## src/logic/run_ctl_pkg.sv

```systemverilog
// Purpose: shared constants and carriers for switch monitor run control
// Assumes: 100 MHz system clock, 24-bit configuration word
// Notes:   all reset values of the configuration word are zero
package run_ctl_pkg;
  localparam int unsigned CLK_PERIOD_NS = 10;
  localparam int unsigned US_NS         = 1000;
  localparam int unsigned CYC_PER_US    = US_NS / CLK_PERIOD_NS;
  localparam int unsigned MS_US         = 1000;

  localparam int unsigned CFG_W       = 24;
  localparam int unsigned CRC_W       = 8;
  localparam int unsigned CRC_DATA_W  = 2 * CFG_W;
  localparam int unsigned US_CNT_W    = 23;
  localparam int unsigned PRE_CNT_W   = 16;

  localparam int unsigned BIT_INT_SCHEME = 12;
  localparam int unsigned BIT_RUN        = 11;
  localparam int unsigned BIT_POLL_EN    = 10;
  localparam int unsigned BIT_CRC_REQ    = 9;
  localparam int unsigned WIN_LSB        = 5;
  localparam int unsigned PER_LSB        = 1;
  localparam int unsigned BIT_SW_RESET   = 0;

  localparam logic [CFG_W-1:0] CFG_RESET = 24'h000000;
  localparam logic [CFG_W-1:0] CCP_RESET = 24'h000000;
  // bits a running device still accepts
  localparam logic [CFG_W-1:0] RUN_WR_MASK = 24'h000a01;

  localparam int unsigned WIN_STEP_US     = 64;
  localparam int unsigned WIN_LONG_US     = 640;
  localparam int unsigned WIN_LONG_STEP   = 128;
  localparam int unsigned WIN_MAX_US      = 2048;
  localparam int unsigned WIN_DEFAULT_US  = 512;
  localparam int unsigned PER_BASE_MS     = 2;
  localparam int unsigned PER_CODE5_MS    = 48;
  localparam int unsigned PER_CODE6_MS    = 64;
  localparam int unsigned PER_DEFAULT_MS  = 8;

  localparam int unsigned DYN_PULSE_US  = 1;
  localparam int unsigned DYN_PULSE_CYC = DYN_PULSE_US * CYC_PER_US;

  localparam logic [CRC_W-1:0] CRC_POLY = 8'h2f;
  localparam logic [CRC_W-1:0] CRC_INIT = 8'hff;

  typedef enum logic {INT_STATIC, INT_DYNAMIC} int_scheme_t;

  typedef struct packed {
    logic wetting_on;
    logic sample;
    logic running;
    logic crc_busy;
    logic checksum_done_flag;
    logic switch_flag;
  } run_status_t;
endpackage

```

## src/logic/cfg_checksum.sv

```systemverilog
// Purpose: serial checksum over a latched snapshot of the configuration
// Assumes: start is a one-cycle pulse, ignored while busy
// Notes:   one bit per clock, done pulses once at the end
`timescale 1ns/100ps
`default_nettype none
module cfg_checksum
  import run_ctl_pkg::*;
(
  input  wire logic                  clk_sys_in,
  input  wire logic                  resetn_in,
  input  wire logic                  start_in,
  input  wire logic [CRC_DATA_W-1:0] data_in,
  output logic                       busy_out,
  output logic                       done_out,
  output logic      [CRC_W-1:0]      crc_out
);
  logic [CRC_DATA_W-1:0] shreg, next_shreg;
  logic [5:0]            cnt, next_cnt;
  logic [CRC_W-1:0]      crc, next_crc;
  logic                  busy, next_busy, done, next_done;
  logic                  fb;

  always_comb begin
    next_shreg = shreg;
    next_cnt   = cnt;
    next_crc   = crc;
    next_busy  = busy;
    next_done  = 1'b0;
    fb         = crc[CRC_W-1] ^ shreg[CRC_DATA_W-1];
    if (!busy && start_in) begin
      next_shreg = data_in;
      next_cnt   = 6'(CRC_DATA_W - 1);
      next_crc   = CRC_INIT;
      next_busy  = 1'b1;
    end else if (busy) begin
      next_crc   = {crc[CRC_W-2:0], 1'b0} ^ (fb ? CRC_POLY : '0);
      next_shreg = {shreg[CRC_DATA_W-2:0], 1'b0};
      next_cnt   = cnt - 6'h01;
      if (cnt == 6'h00) begin
        next_busy = 1'b0;
        next_done = 1'b1;
      end
    end
  end

  always_ff @(posedge clk_sys_in or negedge resetn_in) begin
    if (!resetn_in) begin
      shreg <= '0;
      cnt   <= '0;
      crc   <= CRC_INIT;
      busy  <= 1'b0;
      done  <= 1'b0;
    end else begin
      shreg <= next_shreg;
      cnt   <= next_cnt;
      crc   <= next_crc;
      busy  <= next_busy;
      done  <= next_done;
    end
  end

  assign busy_out = busy;
  assign done_out = done;
  assign crc_out  = crc;
endmodule
`default_nettype wire

```

## src/logic/switch_monitor_run_control.sv

```systemverilog
// Purpose: run control, sampling timer, checksum and interrupt pin
// Assumes: register writes arrive decoded from the serial port
// Notes:   soft reset pulses the cycle after the write and clears all state except the checksum engine one cycle later
//
// What this block does
// - bit 12 picks static (0) or dynamic (1) interrupt-pin scheme.
// - writing 1 to bit 11 starts wetting current and polling.
// - clearing bit 11 stops operation; device idles until set again.
// - while running only bits 11, 9, 0 and cleaning register take writes.
// - bit 10 zero means continuous mode, one means polling mode.
// - writing 1 to bit 9 starts a checksum over all configuration bits.
// - checksum end sets the done flag and pulls the interrupt pin low.
// - the checksum result is readable in its own register.
// - bit 9 clears itself once the checksum has run.
// - bits 4-1 select the polling period in milliseconds.
// - writing 1 to bit 0 resets the device except the checksum engine; 0 does nothing.
`timescale 1ns/100ps
`default_nettype none
module switch_monitor_run_control
  import run_ctl_pkg::*;
#(
  parameter int unsigned US_CYCLES = CYC_PER_US
)(
  input  wire logic              clk_sys_in,
  input  wire logic              resetn_in,
  input  wire logic              cfg_wr_in,
  input  wire logic [CFG_W-1:0]  cfg_wdata_in,
  input  wire logic              ccp_wr_in,
  input  wire logic [CFG_W-1:0]  ccp_wdata_in,
  input  wire logic              flag_clr_in,
  input  wire logic              sw_event_in,
  output logic      [CFG_W-1:0]  cfg_rdata_out,
  output logic      [CFG_W-1:0]  ccp_rdata_out,
  output logic      [CRC_W-1:0]  crc_rdata_out,
  output run_ctl_pkg::run_status_t status_out,
  output logic                   sw_reset_out,
  output logic                   int_n_out
);
  import run_ctl_pkg::*;

  typedef enum logic [1:0] {ST_IDLE, ST_ACTIVE, ST_REST} run_state_t;

  function automatic logic [US_CNT_W-1:0] win_us(input logic [3:0] c);
    int unsigned v;
    if (c <= 4'h7)      v = (int'(c) + 1) * WIN_STEP_US;
    else if (c <= 4'hb) v = WIN_LONG_US + (int'(c) - 8) * WIN_LONG_STEP;
    else if (c == 4'hc) v = WIN_MAX_US;
    else                v = WIN_DEFAULT_US;
    return US_CNT_W'(v);
  endfunction

  function automatic logic [US_CNT_W-1:0] per_us(input logic [3:0] c);
    int unsigned v;
    if (c <= 4'h4)      v = PER_BASE_MS << c;
    else if (c == 4'h5) v = PER_CODE5_MS;
    else if (c <= 4'hc) v = PER_CODE6_MS << (int'(c) - 6);
    else                v = PER_DEFAULT_MS;
    return US_CNT_W'(v * MS_US);
  endfunction

  logic [CFG_W-1:0] cfg, next_cfg, ccp, next_ccp;
  logic             swrst, next_swrst;
  logic             running, poll_en, crc_start;
  logic [CFG_W-1:0] wmask;
  // checksum engine handshake, read by the config group below
  logic             crc_busy, crc_done;
  logic [CRC_W-1:0] crc_val;

  assign running = cfg[BIT_RUN];
  assign poll_en = cfg[BIT_POLL_EN];

  // config register group
  always_comb begin
    next_cfg   = cfg;
    next_ccp   = ccp;
    next_swrst = 1'b0;
    crc_start  = 1'b0;
    wmask      = running ? RUN_WR_MASK : '1;
    if (ccp_wr_in) begin
      next_ccp = ccp_wdata_in;
    end
    if (cfg_wr_in) begin
      next_cfg = (cfg & ~wmask) | (cfg_wdata_in & wmask);
      next_cfg[BIT_SW_RESET] = 1'b0;
      next_swrst = cfg_wdata_in[BIT_SW_RESET];
      crc_start  = cfg_wdata_in[BIT_CRC_REQ] && !cfg[BIT_CRC_REQ];
    end
    if (crc_done) begin
      next_cfg[BIT_CRC_REQ] = 1'b0;
    end
    if (swrst) begin
      next_cfg = CFG_RESET;
      next_ccp = CCP_RESET;
    end
  end

  always_ff @(posedge clk_sys_in or negedge resetn_in) begin
    if (!resetn_in) begin
      cfg   <= CFG_RESET;
      ccp   <= CCP_RESET;
      swrst <= 1'b0;
    end else begin
      cfg   <= next_cfg;
      ccp   <= next_ccp;
      swrst <= next_swrst;
    end
  end

  // sampling timer group
  run_state_t           st, next_st;
  logic [PRE_CNT_W-1:0] pre, next_pre;
  logic [US_CNT_W-1:0]  us_cnt, next_us_cnt;
  logic                 tick, smp, next_smp, wet, next_wet;

  assign tick = (pre == PRE_CNT_W'(US_CYCLES - 1));

  always_comb begin
    next_st     = st;
    next_pre    = tick ? '0 : pre + 1'b1;
    next_us_cnt = us_cnt;
    next_smp    = 1'b0;
    unique case (st)
      ST_IDLE: begin
        next_pre    = '0;
        next_us_cnt = '0;
        if (running) begin
          next_st = ST_ACTIVE;
        end
      end
      ST_ACTIVE: begin
        if (tick) begin
          next_us_cnt = us_cnt + 1'b1;
          if (us_cnt == win_us(cfg[WIN_LSB+:4]) - 1'b1) begin
            next_smp = 1'b1;
            if (poll_en) begin
              next_st = ST_REST;
            end else begin
              next_us_cnt = '0;
            end
          end
        end
      end
      ST_REST: begin
        if (tick) begin
          next_us_cnt = us_cnt + 1'b1;
          if (us_cnt >= per_us(cfg[PER_LSB+:4]) - 1'b1) begin
            next_st     = ST_ACTIVE;
            next_us_cnt = '0;
          end
        end
      end
    endcase
    if (!running || swrst) begin
      next_st     = ST_IDLE;
      next_smp    = 1'b0;
      next_pre    = '0;
      next_us_cnt = '0;
    end
    next_wet = (next_st == ST_ACTIVE);
  end

  always_ff @(posedge clk_sys_in or negedge resetn_in) begin
    if (!resetn_in) begin
      st     <= ST_IDLE;
      pre    <= '0;
      us_cnt <= '0;
      smp    <= 1'b0;
      wet    <= 1'b0;
    end else begin
      st     <= next_st;
      pre    <= next_pre;
      us_cnt <= next_us_cnt;
      smp    <= next_smp;
      wet    <= next_wet;
    end
  end

  // checksum engine over both configuration words
  cfg_checksum u_checksum (
    .clk_sys_in (clk_sys_in),
    .resetn_in  (resetn_in),
    .start_in   (crc_start),
    .data_in    ({cfg, ccp}),
    .busy_out   (crc_busy),
    .done_out   (crc_done),
    .crc_out    (crc_val)
  );

  // flags, result and interrupt pin group
  logic             crc_flag, next_crc_flag, sw_flag, next_sw_flag;
  logic [CRC_W-1:0] crc_res, next_crc_res;
  logic [7:0]       dyn_cnt, next_dyn_cnt;
  logic             int_n, next_int_n, sw_evt, new_evt;

  assign sw_evt  = sw_event_in && running;
  assign new_evt = crc_done || sw_evt;

  always_comb begin
    next_crc_res  = crc_done ? crc_val : crc_res;
    // a new event beats a clear in the same cycle
    next_crc_flag = crc_done || (crc_flag && !flag_clr_in);
    next_sw_flag  = sw_evt || (sw_flag && !flag_clr_in);
    next_dyn_cnt  = (dyn_cnt != 8'h00) ? dyn_cnt - 8'h01 : 8'h00;
    if (new_evt) begin
      next_dyn_cnt = 8'(DYN_PULSE_CYC);
    end
    if (cfg[BIT_INT_SCHEME] == INT_STATIC) begin
      next_int_n = !(next_crc_flag || next_sw_flag);
    end else begin
      next_int_n = (next_dyn_cnt == 8'h00);
    end
    if (swrst) begin
      next_crc_res  = '0;
      next_crc_flag = 1'b0;
      next_sw_flag  = 1'b0;
      next_dyn_cnt  = '0;
      next_int_n    = 1'b1;
    end
  end

  always_ff @(posedge clk_sys_in or negedge resetn_in) begin
    if (!resetn_in) begin
      crc_res  <= '0;
      crc_flag <= 1'b0;
      sw_flag  <= 1'b0;
      dyn_cnt  <= '0;
      int_n    <= 1'b1;
    end else begin
      crc_res  <= next_crc_res;
      crc_flag <= next_crc_flag;
      sw_flag  <= next_sw_flag;
      dyn_cnt  <= next_dyn_cnt;
      int_n    <= next_int_n;
    end
  end

  assign cfg_rdata_out = cfg;
  assign ccp_rdata_out = ccp;
  assign crc_rdata_out = crc_res;
  assign sw_reset_out  = swrst;
  assign int_n_out     = int_n;
  assign status_out    = '{wetting_on: wet, sample: smp, running: running,
                           crc_busy: crc_busy, checksum_done_flag: crc_flag,
                           switch_flag: sw_flag};
endmodule
`default_nettype wire

```

## config.mk

```make
export PLATFORM = sky130hd
export DESIGN_NAME = switch_monitor_run_control
export DESIGN_NICKNAME = d
export VERILOG_FILES = /design/src/logic/run_ctl_pkg.sv /design/src/logic/cfg_checksum.sv /design/src/logic/switch_monitor_run_control.sv
export SDC_FILE = /design/constraint.sdc
export NUM_CORES = 1
export LEC_CHECK = 0
export ABC_AREA = 1
export ABC_CLOCK_PERIOD_IN_PS = 10200
export BUFFER_PORTS_ARGS = -buffer_cell sky130_fd_sc_hd__buf_2
export CORE_UTILIZATION = 39
export DETAILED_ROUTE_END_ITERATION = 6
export PLACE_DENSITY = 0.65
export SLEW_MARGIN = 40
export SYNTH_ARGS = -nofsm -noshare
export SYNTH_HDL_FRONTEND = slang
export SYNTH_SLANG_ARGS = --single-unit
```

## constraint.sdc

```tcl
create_clock -name clk_sys_in -period 10.2 [get_ports clk_sys_in]
set_clock_uncertainty 0.2 [all_clocks]
set_input_delay 1.02 -clock clk_sys_in [delete_from_list [all_inputs] [get_ports clk_sys_in]]
set_output_delay 1.02 -clock clk_sys_in [all_outputs]
set_load 0.1 [all_outputs]
```

==> tab_implementation.tex <==
\begin{tabular}{lr}
\hline
Metric & Value \\
\hline
\multicolumn{2}{l}{\textbf{Setup path}} \\
Required time of the critical path & 10.35 ns \\
Largest stage delay on the critical path & about 0.54 ns \\
Critical path's most frequent cell & sky130\_fd\_sc\_hd\_\_nand2\_1 \\
Number of buffer and inverter stages on the critical path & 5 \\
Kind of end point of the critical path & flip-flop \\
WS Path Type & flip-flop to flip-flop \\
Data arrival time of the worst path & between 8 and 9 ns \\
Max FO, Critical Path & 18 \\
Highest-delay cell along the critical path & sky130\_fd\_sc\_hd\_\_fa\_1 \\
Kind of launch point of the worst setup path & flip-flop \\
Cell family contributing the most delay on the critical path & adder cells \\
\multicolumn{2}{l}{\textbf{Logic synthesis}} \\
Total standard cell area after synthesis & about 12,000 um\^{}2 \\
Cells after Synth & approximately 1,500 \\
Mapped Avg Cell Area & slightly above 8 um\^{}2 \\
Dominant synthesized flop cell & sky130\_fd\_sc\_hd\_\_dfrtp\_1 \\
Synth async-reset ratio & 1.00 \\
Post-synthesis sequential element count & about 170 \\
Simple logic cell fraction of the synthesized area & 0.234 \\
Unique cell type count in the Yosys netlist & between 50 and 60 \\
Share of synthesized area spent on multiplexers & 0 \\
Largest family of logic cells by synthesized area & simple AND/OR/NAND/NOR gates \\
Post-synth EDFFs & 0 \\
Area fraction in compound gates after synthesis & 0.101 \\
Sequential element share of the synthesized area & 0.362 \\
Xor-xnor portion of the synthesized cell area & 0.0444 \\
Share of synthesized cell area in full adder, half adder and majority cells & 0.160 \\
Warning count from the yosys run & 0 \\
\multicolumn{2}{l}{\textbf{Global route}} \\
First-pass GRT wire length & roughly 48,000 um \\
Maximum number of pins on one net before global-route repair & 97 \\
Number of antenna violations at the first check in global routing & 1 \\
Total Routing Usage GR & 0.191 \\
Number of global-route vias before repair & 9,943 \\
Total overflow reported by the global router & 0 \\
\multicolumn{2}{l}{\textbf{Placed design}} \\
Number of buffer cells added on primary ports & between 100 and 150 \\
Half-perimeter wire length after placement & between 20,000 and 25,000 um \\
Cell count after placement & around 1,900 \\
Worst slack at placement & between 2 and 2.5 ns \\
Last weighted congestion value of the routability-driven placer & around 0.89 \\
\multicolumn{2}{l}{\textbf{Cells and area}} \\
Share of cells above drive strength 1 & 0.152 \\
Final nets & 1,725 \\
Number of fill cells in the layout & slightly below 3,000 \\
Number of antenna cells inserted & 0 \\
Syn-to-layout area delta & 12.8\% \\
Final Util & 0.452 \\
Post-Layout Cell Count & between 1,500 and 2,000 \\
\multicolumn{2}{l}{\textbf{Clock network}} \\
Number of setup buffers added after CTS & 0 \\
Post-cts resize count & 0 \\
Clk sink count & 174 \\
Clk Latency, worst-skew pair & $\sim$0.44 ns \\
Clock tree root driver cell & sky130\_fd\_sc\_hd\_\_clkbuf\_16 \\
Hold buffer count at CTS & 0 \\
Number of H-tree levels & 4 \\
TritonCTS Buffers & 17 \\
TritonCTS clock tree & yes \\
Clock tree buffer depth & 2 \\
Clock edge transition at the registers on the reported setup and hold paths & $\sim$0.070 ns \\
\multicolumn{2}{l}{\textbf{Detailed routing}} \\
Drt initial violations & between 500 and 600 \\
Average wire per cell in the routed design & roughly 15 um \\
Routed wire length & 28,700 um \\
DRC & 0 \\
Ratio of routed vias to standard cells & roughly 5.1 \\
Via count of the routed design & a little under 10,000 \\
Count of nets left with antenna violations after detail routing & 0 \\
Length of the first detailed-routing pass in iterations & 5 \\
\multicolumn{2}{l}{\textbf{Pwr}} \\
Proportion of power drawn by the clock network & 0.235 \\
Standby leakage power & about 6.7 nW \\
IR drop worst, VDD & 0.120 mV \\
Net Sw Power & around 1.3 mW \\
Net switching share of the total power & 0.450 \\
Pwr dens & between 200 and 250 nW/um\^{}2 \\
Internal Pwr Total & $\sim$1.6 mW \\
Fraction of power consumed by sequential logic & 0.330 \\
Combinational fraction of design power & 0.435 \\
\multicolumn{2}{l}{\textbf{STA}} \\
Post-layout worst setup margin & around 2.2 ns \\
Min Clock Period, post-route & approximately 8.0 ns \\
Worst rel slew slack & 0.510 \\
Final cycle utilization of the critical path & 0.783 \\
Worst Max-Slew Pin Slew & 0.734 ns \\
Final count of pins violating max slew & 0 \\
Achievable frequency & about 130 MHz \\
Number of setup violations in the final report & 0 \\
RSZ-0062 raised after global routing & false \\
Final-report hold violation count & 0 \\
Setup\_tns & 0 ns \\
\multicolumn{2}{l}{\textbf{Floorplan}} \\
Number of placement rows & between 60 and 70 \\
Starting density of the core & 0.401 \\
Full die area & roughly 32,000 um\^{}2 \\
Die Span Y & $\sim$180 um \\
Placeable core area & between 30,000 and 40,000 um\^{}2 \\
Number of I/O pins & approximately 120 \\
Die W & 178 um \\
\multicolumn{2}{l}{\textbf{Flow run}} \\
\# Max-Cap Violations & 0 \\
\multicolumn{2}{l}{\textbf{Outcome}} \\
Result of the run & finished, final reports clean \\
\multicolumn{2}{l}{\textbf{Worst hold path}} \\
Path class of the lowest-slack min-delay path & flip-flop to flip-flop \\
\hline
\end{tabular}
==> layout make-up <==
class                           instances  area (um^2)  share of cell area
Multi-Input combinational cell        983         6520               0.480
Sequential cell                       174         4370               0.321
Inverter                              248          936              0.0689
Timing Repair Buffer                  124          654              0.0482
Tap cell                              390          488              0.0359
Clock buffer                           17          425              0.0313
Clock inverter                         15          196              0.0145
==> cell families after synthesis <==
kind of cell             count (synthesis)
buffers and inverters                  299
other                                    2
AO/OA/AOI/OAI                          200
adder cells (fa/ha/maj)                123
flip-flops                             174
AND/OR/NAND/NOR                        595
XOR/XNOR                                61
==> Yosys cell counts (4+ instances only) <==
| library cell | instances | area [um^2] |
|---|---|---|
| sky130_fd_sc_hd__xor2_1 | 42 | 368 |
| sky130_fd_sc_hd__a21oi_2 | 10 | 87.6 |
| sky130_fd_sc_hd__nor3_1 | 60 | 300 |
| sky130_fd_sc_hd__nand2_2 | 9 | 56.3 |
| sky130_fd_sc_hd__nor2_2 | 7 | 43.8 |
| sky130_fd_sc_hd__a21oi_1 | 62 | 310 |
| sky130_fd_sc_hd__dfrtp_1 | 165 | 4130 |
| sky130_fd_sc_hd__inv_2 | 9 | 33.8 |
| sky130_fd_sc_hd__buf_1 | 4 | 15.0 |
| sky130_fd_sc_hd__buf_4 | 7 | 52.6 |
| sky130_fd_sc_hd__nor2_1 | 93 | 349 |
| sky130_fd_sc_hd__o21ai_0 | 53 | 265 |
| sky130_fd_sc_hd__nand3b_1 | 4 | 30.0 |
| sky130_fd_sc_hd__nand2_1 | 256 | 961 |
| sky130_fd_sc_hd__nor3b_1 | 7 | 52.6 |
| sky130_fd_sc_hd__nand3_1 | 95 | 475 |
| sky130_fd_sc_hd__fa_1 | 51 | 1020 |
| sky130_fd_sc_hd__clkbuf_1 | 35 | 131 |
| sky130_fd_sc_hd__o22ai_1 | 15 | 93.8 |
| sky130_fd_sc_hd__dfstp_2 | 9 | 236 |
| sky130_fd_sc_hd__inv_1 | 237 | 890 |
| sky130_fd_sc_hd__nand4_1 | 23 | 144 |
| sky130_fd_sc_hd__a211oi_1 | 10 | 75.1 |
| sky130_fd_sc_hd__ha_1 | 72 | 901 |
| sky130_fd_sc_hd__xnor2_1 | 19 | 166 |
| sky130_fd_sc_hd__o211ai_1 | 32 | 240 |
| sky130_fd_sc_hd__nor4_1 | 9 | 56.3 |
| sky130_fd_sc_hd__nand3_4 | 4 | 70.1 |
| sky130_fd_sc_hd__nor3_2 | 4 | 40.0 |
| sky130_fd_sc_hd__or2_2 | 7 | 43.8 |
==> power by group through the flow <==
| stage | registers (mW) | clock network, mW | logic (mW) |
|---|---|---|---|
| floorplan | 1.14 | 0 | 0.815 |
| global placement | 0.956 | 0 | 1.23 |
| detailed placement | 0.959 | 0 | 1.26 |
| CTS | 0.949 | 0.692 | 1.26 |
| global route | 0.971 | 0.715 | 1.41 |
| finish | 0.952 | 0.679 | 1.25 |
==> state kept, by name (all words and copies together) (netlist names) <==
name / count
us_cnt: 23
sw_flag: 1
crc_flag: 1
u_checksum.cnt: 6
pre: 16
u_checksum.busy_out: 1
u_checksum.done_out: 1
int_n_out: 1
wet: 1
cfg_rdata_out: 23
u_checksum.shreg: 48
sw_reset_out: 1
u_checksum.crc_out: 8
ccp_rdata_out: 24
dyn_cnt: 8
smp: 1
crc_rdata_out: 8
st: 2
==> layer usage <==
layer  track usage  wire length, um
met1         0.253            13300
met5             0                0
met3        0.0308             1190
met2         0.325            13900
met4        0.0434              351
==> stage by stage <==
| step | hold slack [ns] | total power [mW] | instance area [um^2] |
|---|---|---|---|
| 3_3_place_gp | 0.250 | 2.19 | 12900 |
| 2_1_floorplan | 0.233 | 1.95 | 12100 |
| 5_1_grt | 0.273 | 3.10 | 13600 |
| 6_report | 0.260 | 2.89 | 13600 |
| 4_1_cts | 0.260 | 2.90 | 13600 |
| 3_5_place_dp | 0.251 | 2.21 | 13000 |
==> worst paths after layout <==
path / from / end / slack, ns / cells past startpoint
worst max register to register: cfg_rdata_out[2] / us_cnt[11] / 2.21 / 34
worst min-delay path: pre[0] / pre[0] / 0.26 / 1
min in group asynchronous: resetn_in / pre[4] / 0.43 / 1
max in group asynchronous: resetn_in / cfg_rdata_out[12] / 8.19 / 2
worst max-delay path: cfg_rdata_out[2] / us_cnt[11] / 2.21 / 34
worst min register to register: pre[0] / pre[0] / 0.26 / 1
==> layout by cell type (no fill, tap or decap), drive strengths merged, types with 3 or more instances in the layout <==
cell	instances
nand2	268
inv	256
dfrtp	165
buf	124
nor2	102
nand3	101
ha	72
a21oi	72
nor3	65
o21ai	57
fa	51
xor2	42
o211ai	32
nand4	25
xnor2	19
clkbuf	17
o22ai	15
nor4	12
a211oi	10
dfstp	9
nor3b	7
or2	7
clkinv	6
nand3b	4
conb	4
o31ai	3
o221ai	3
(Power assumes the default switching activity.)
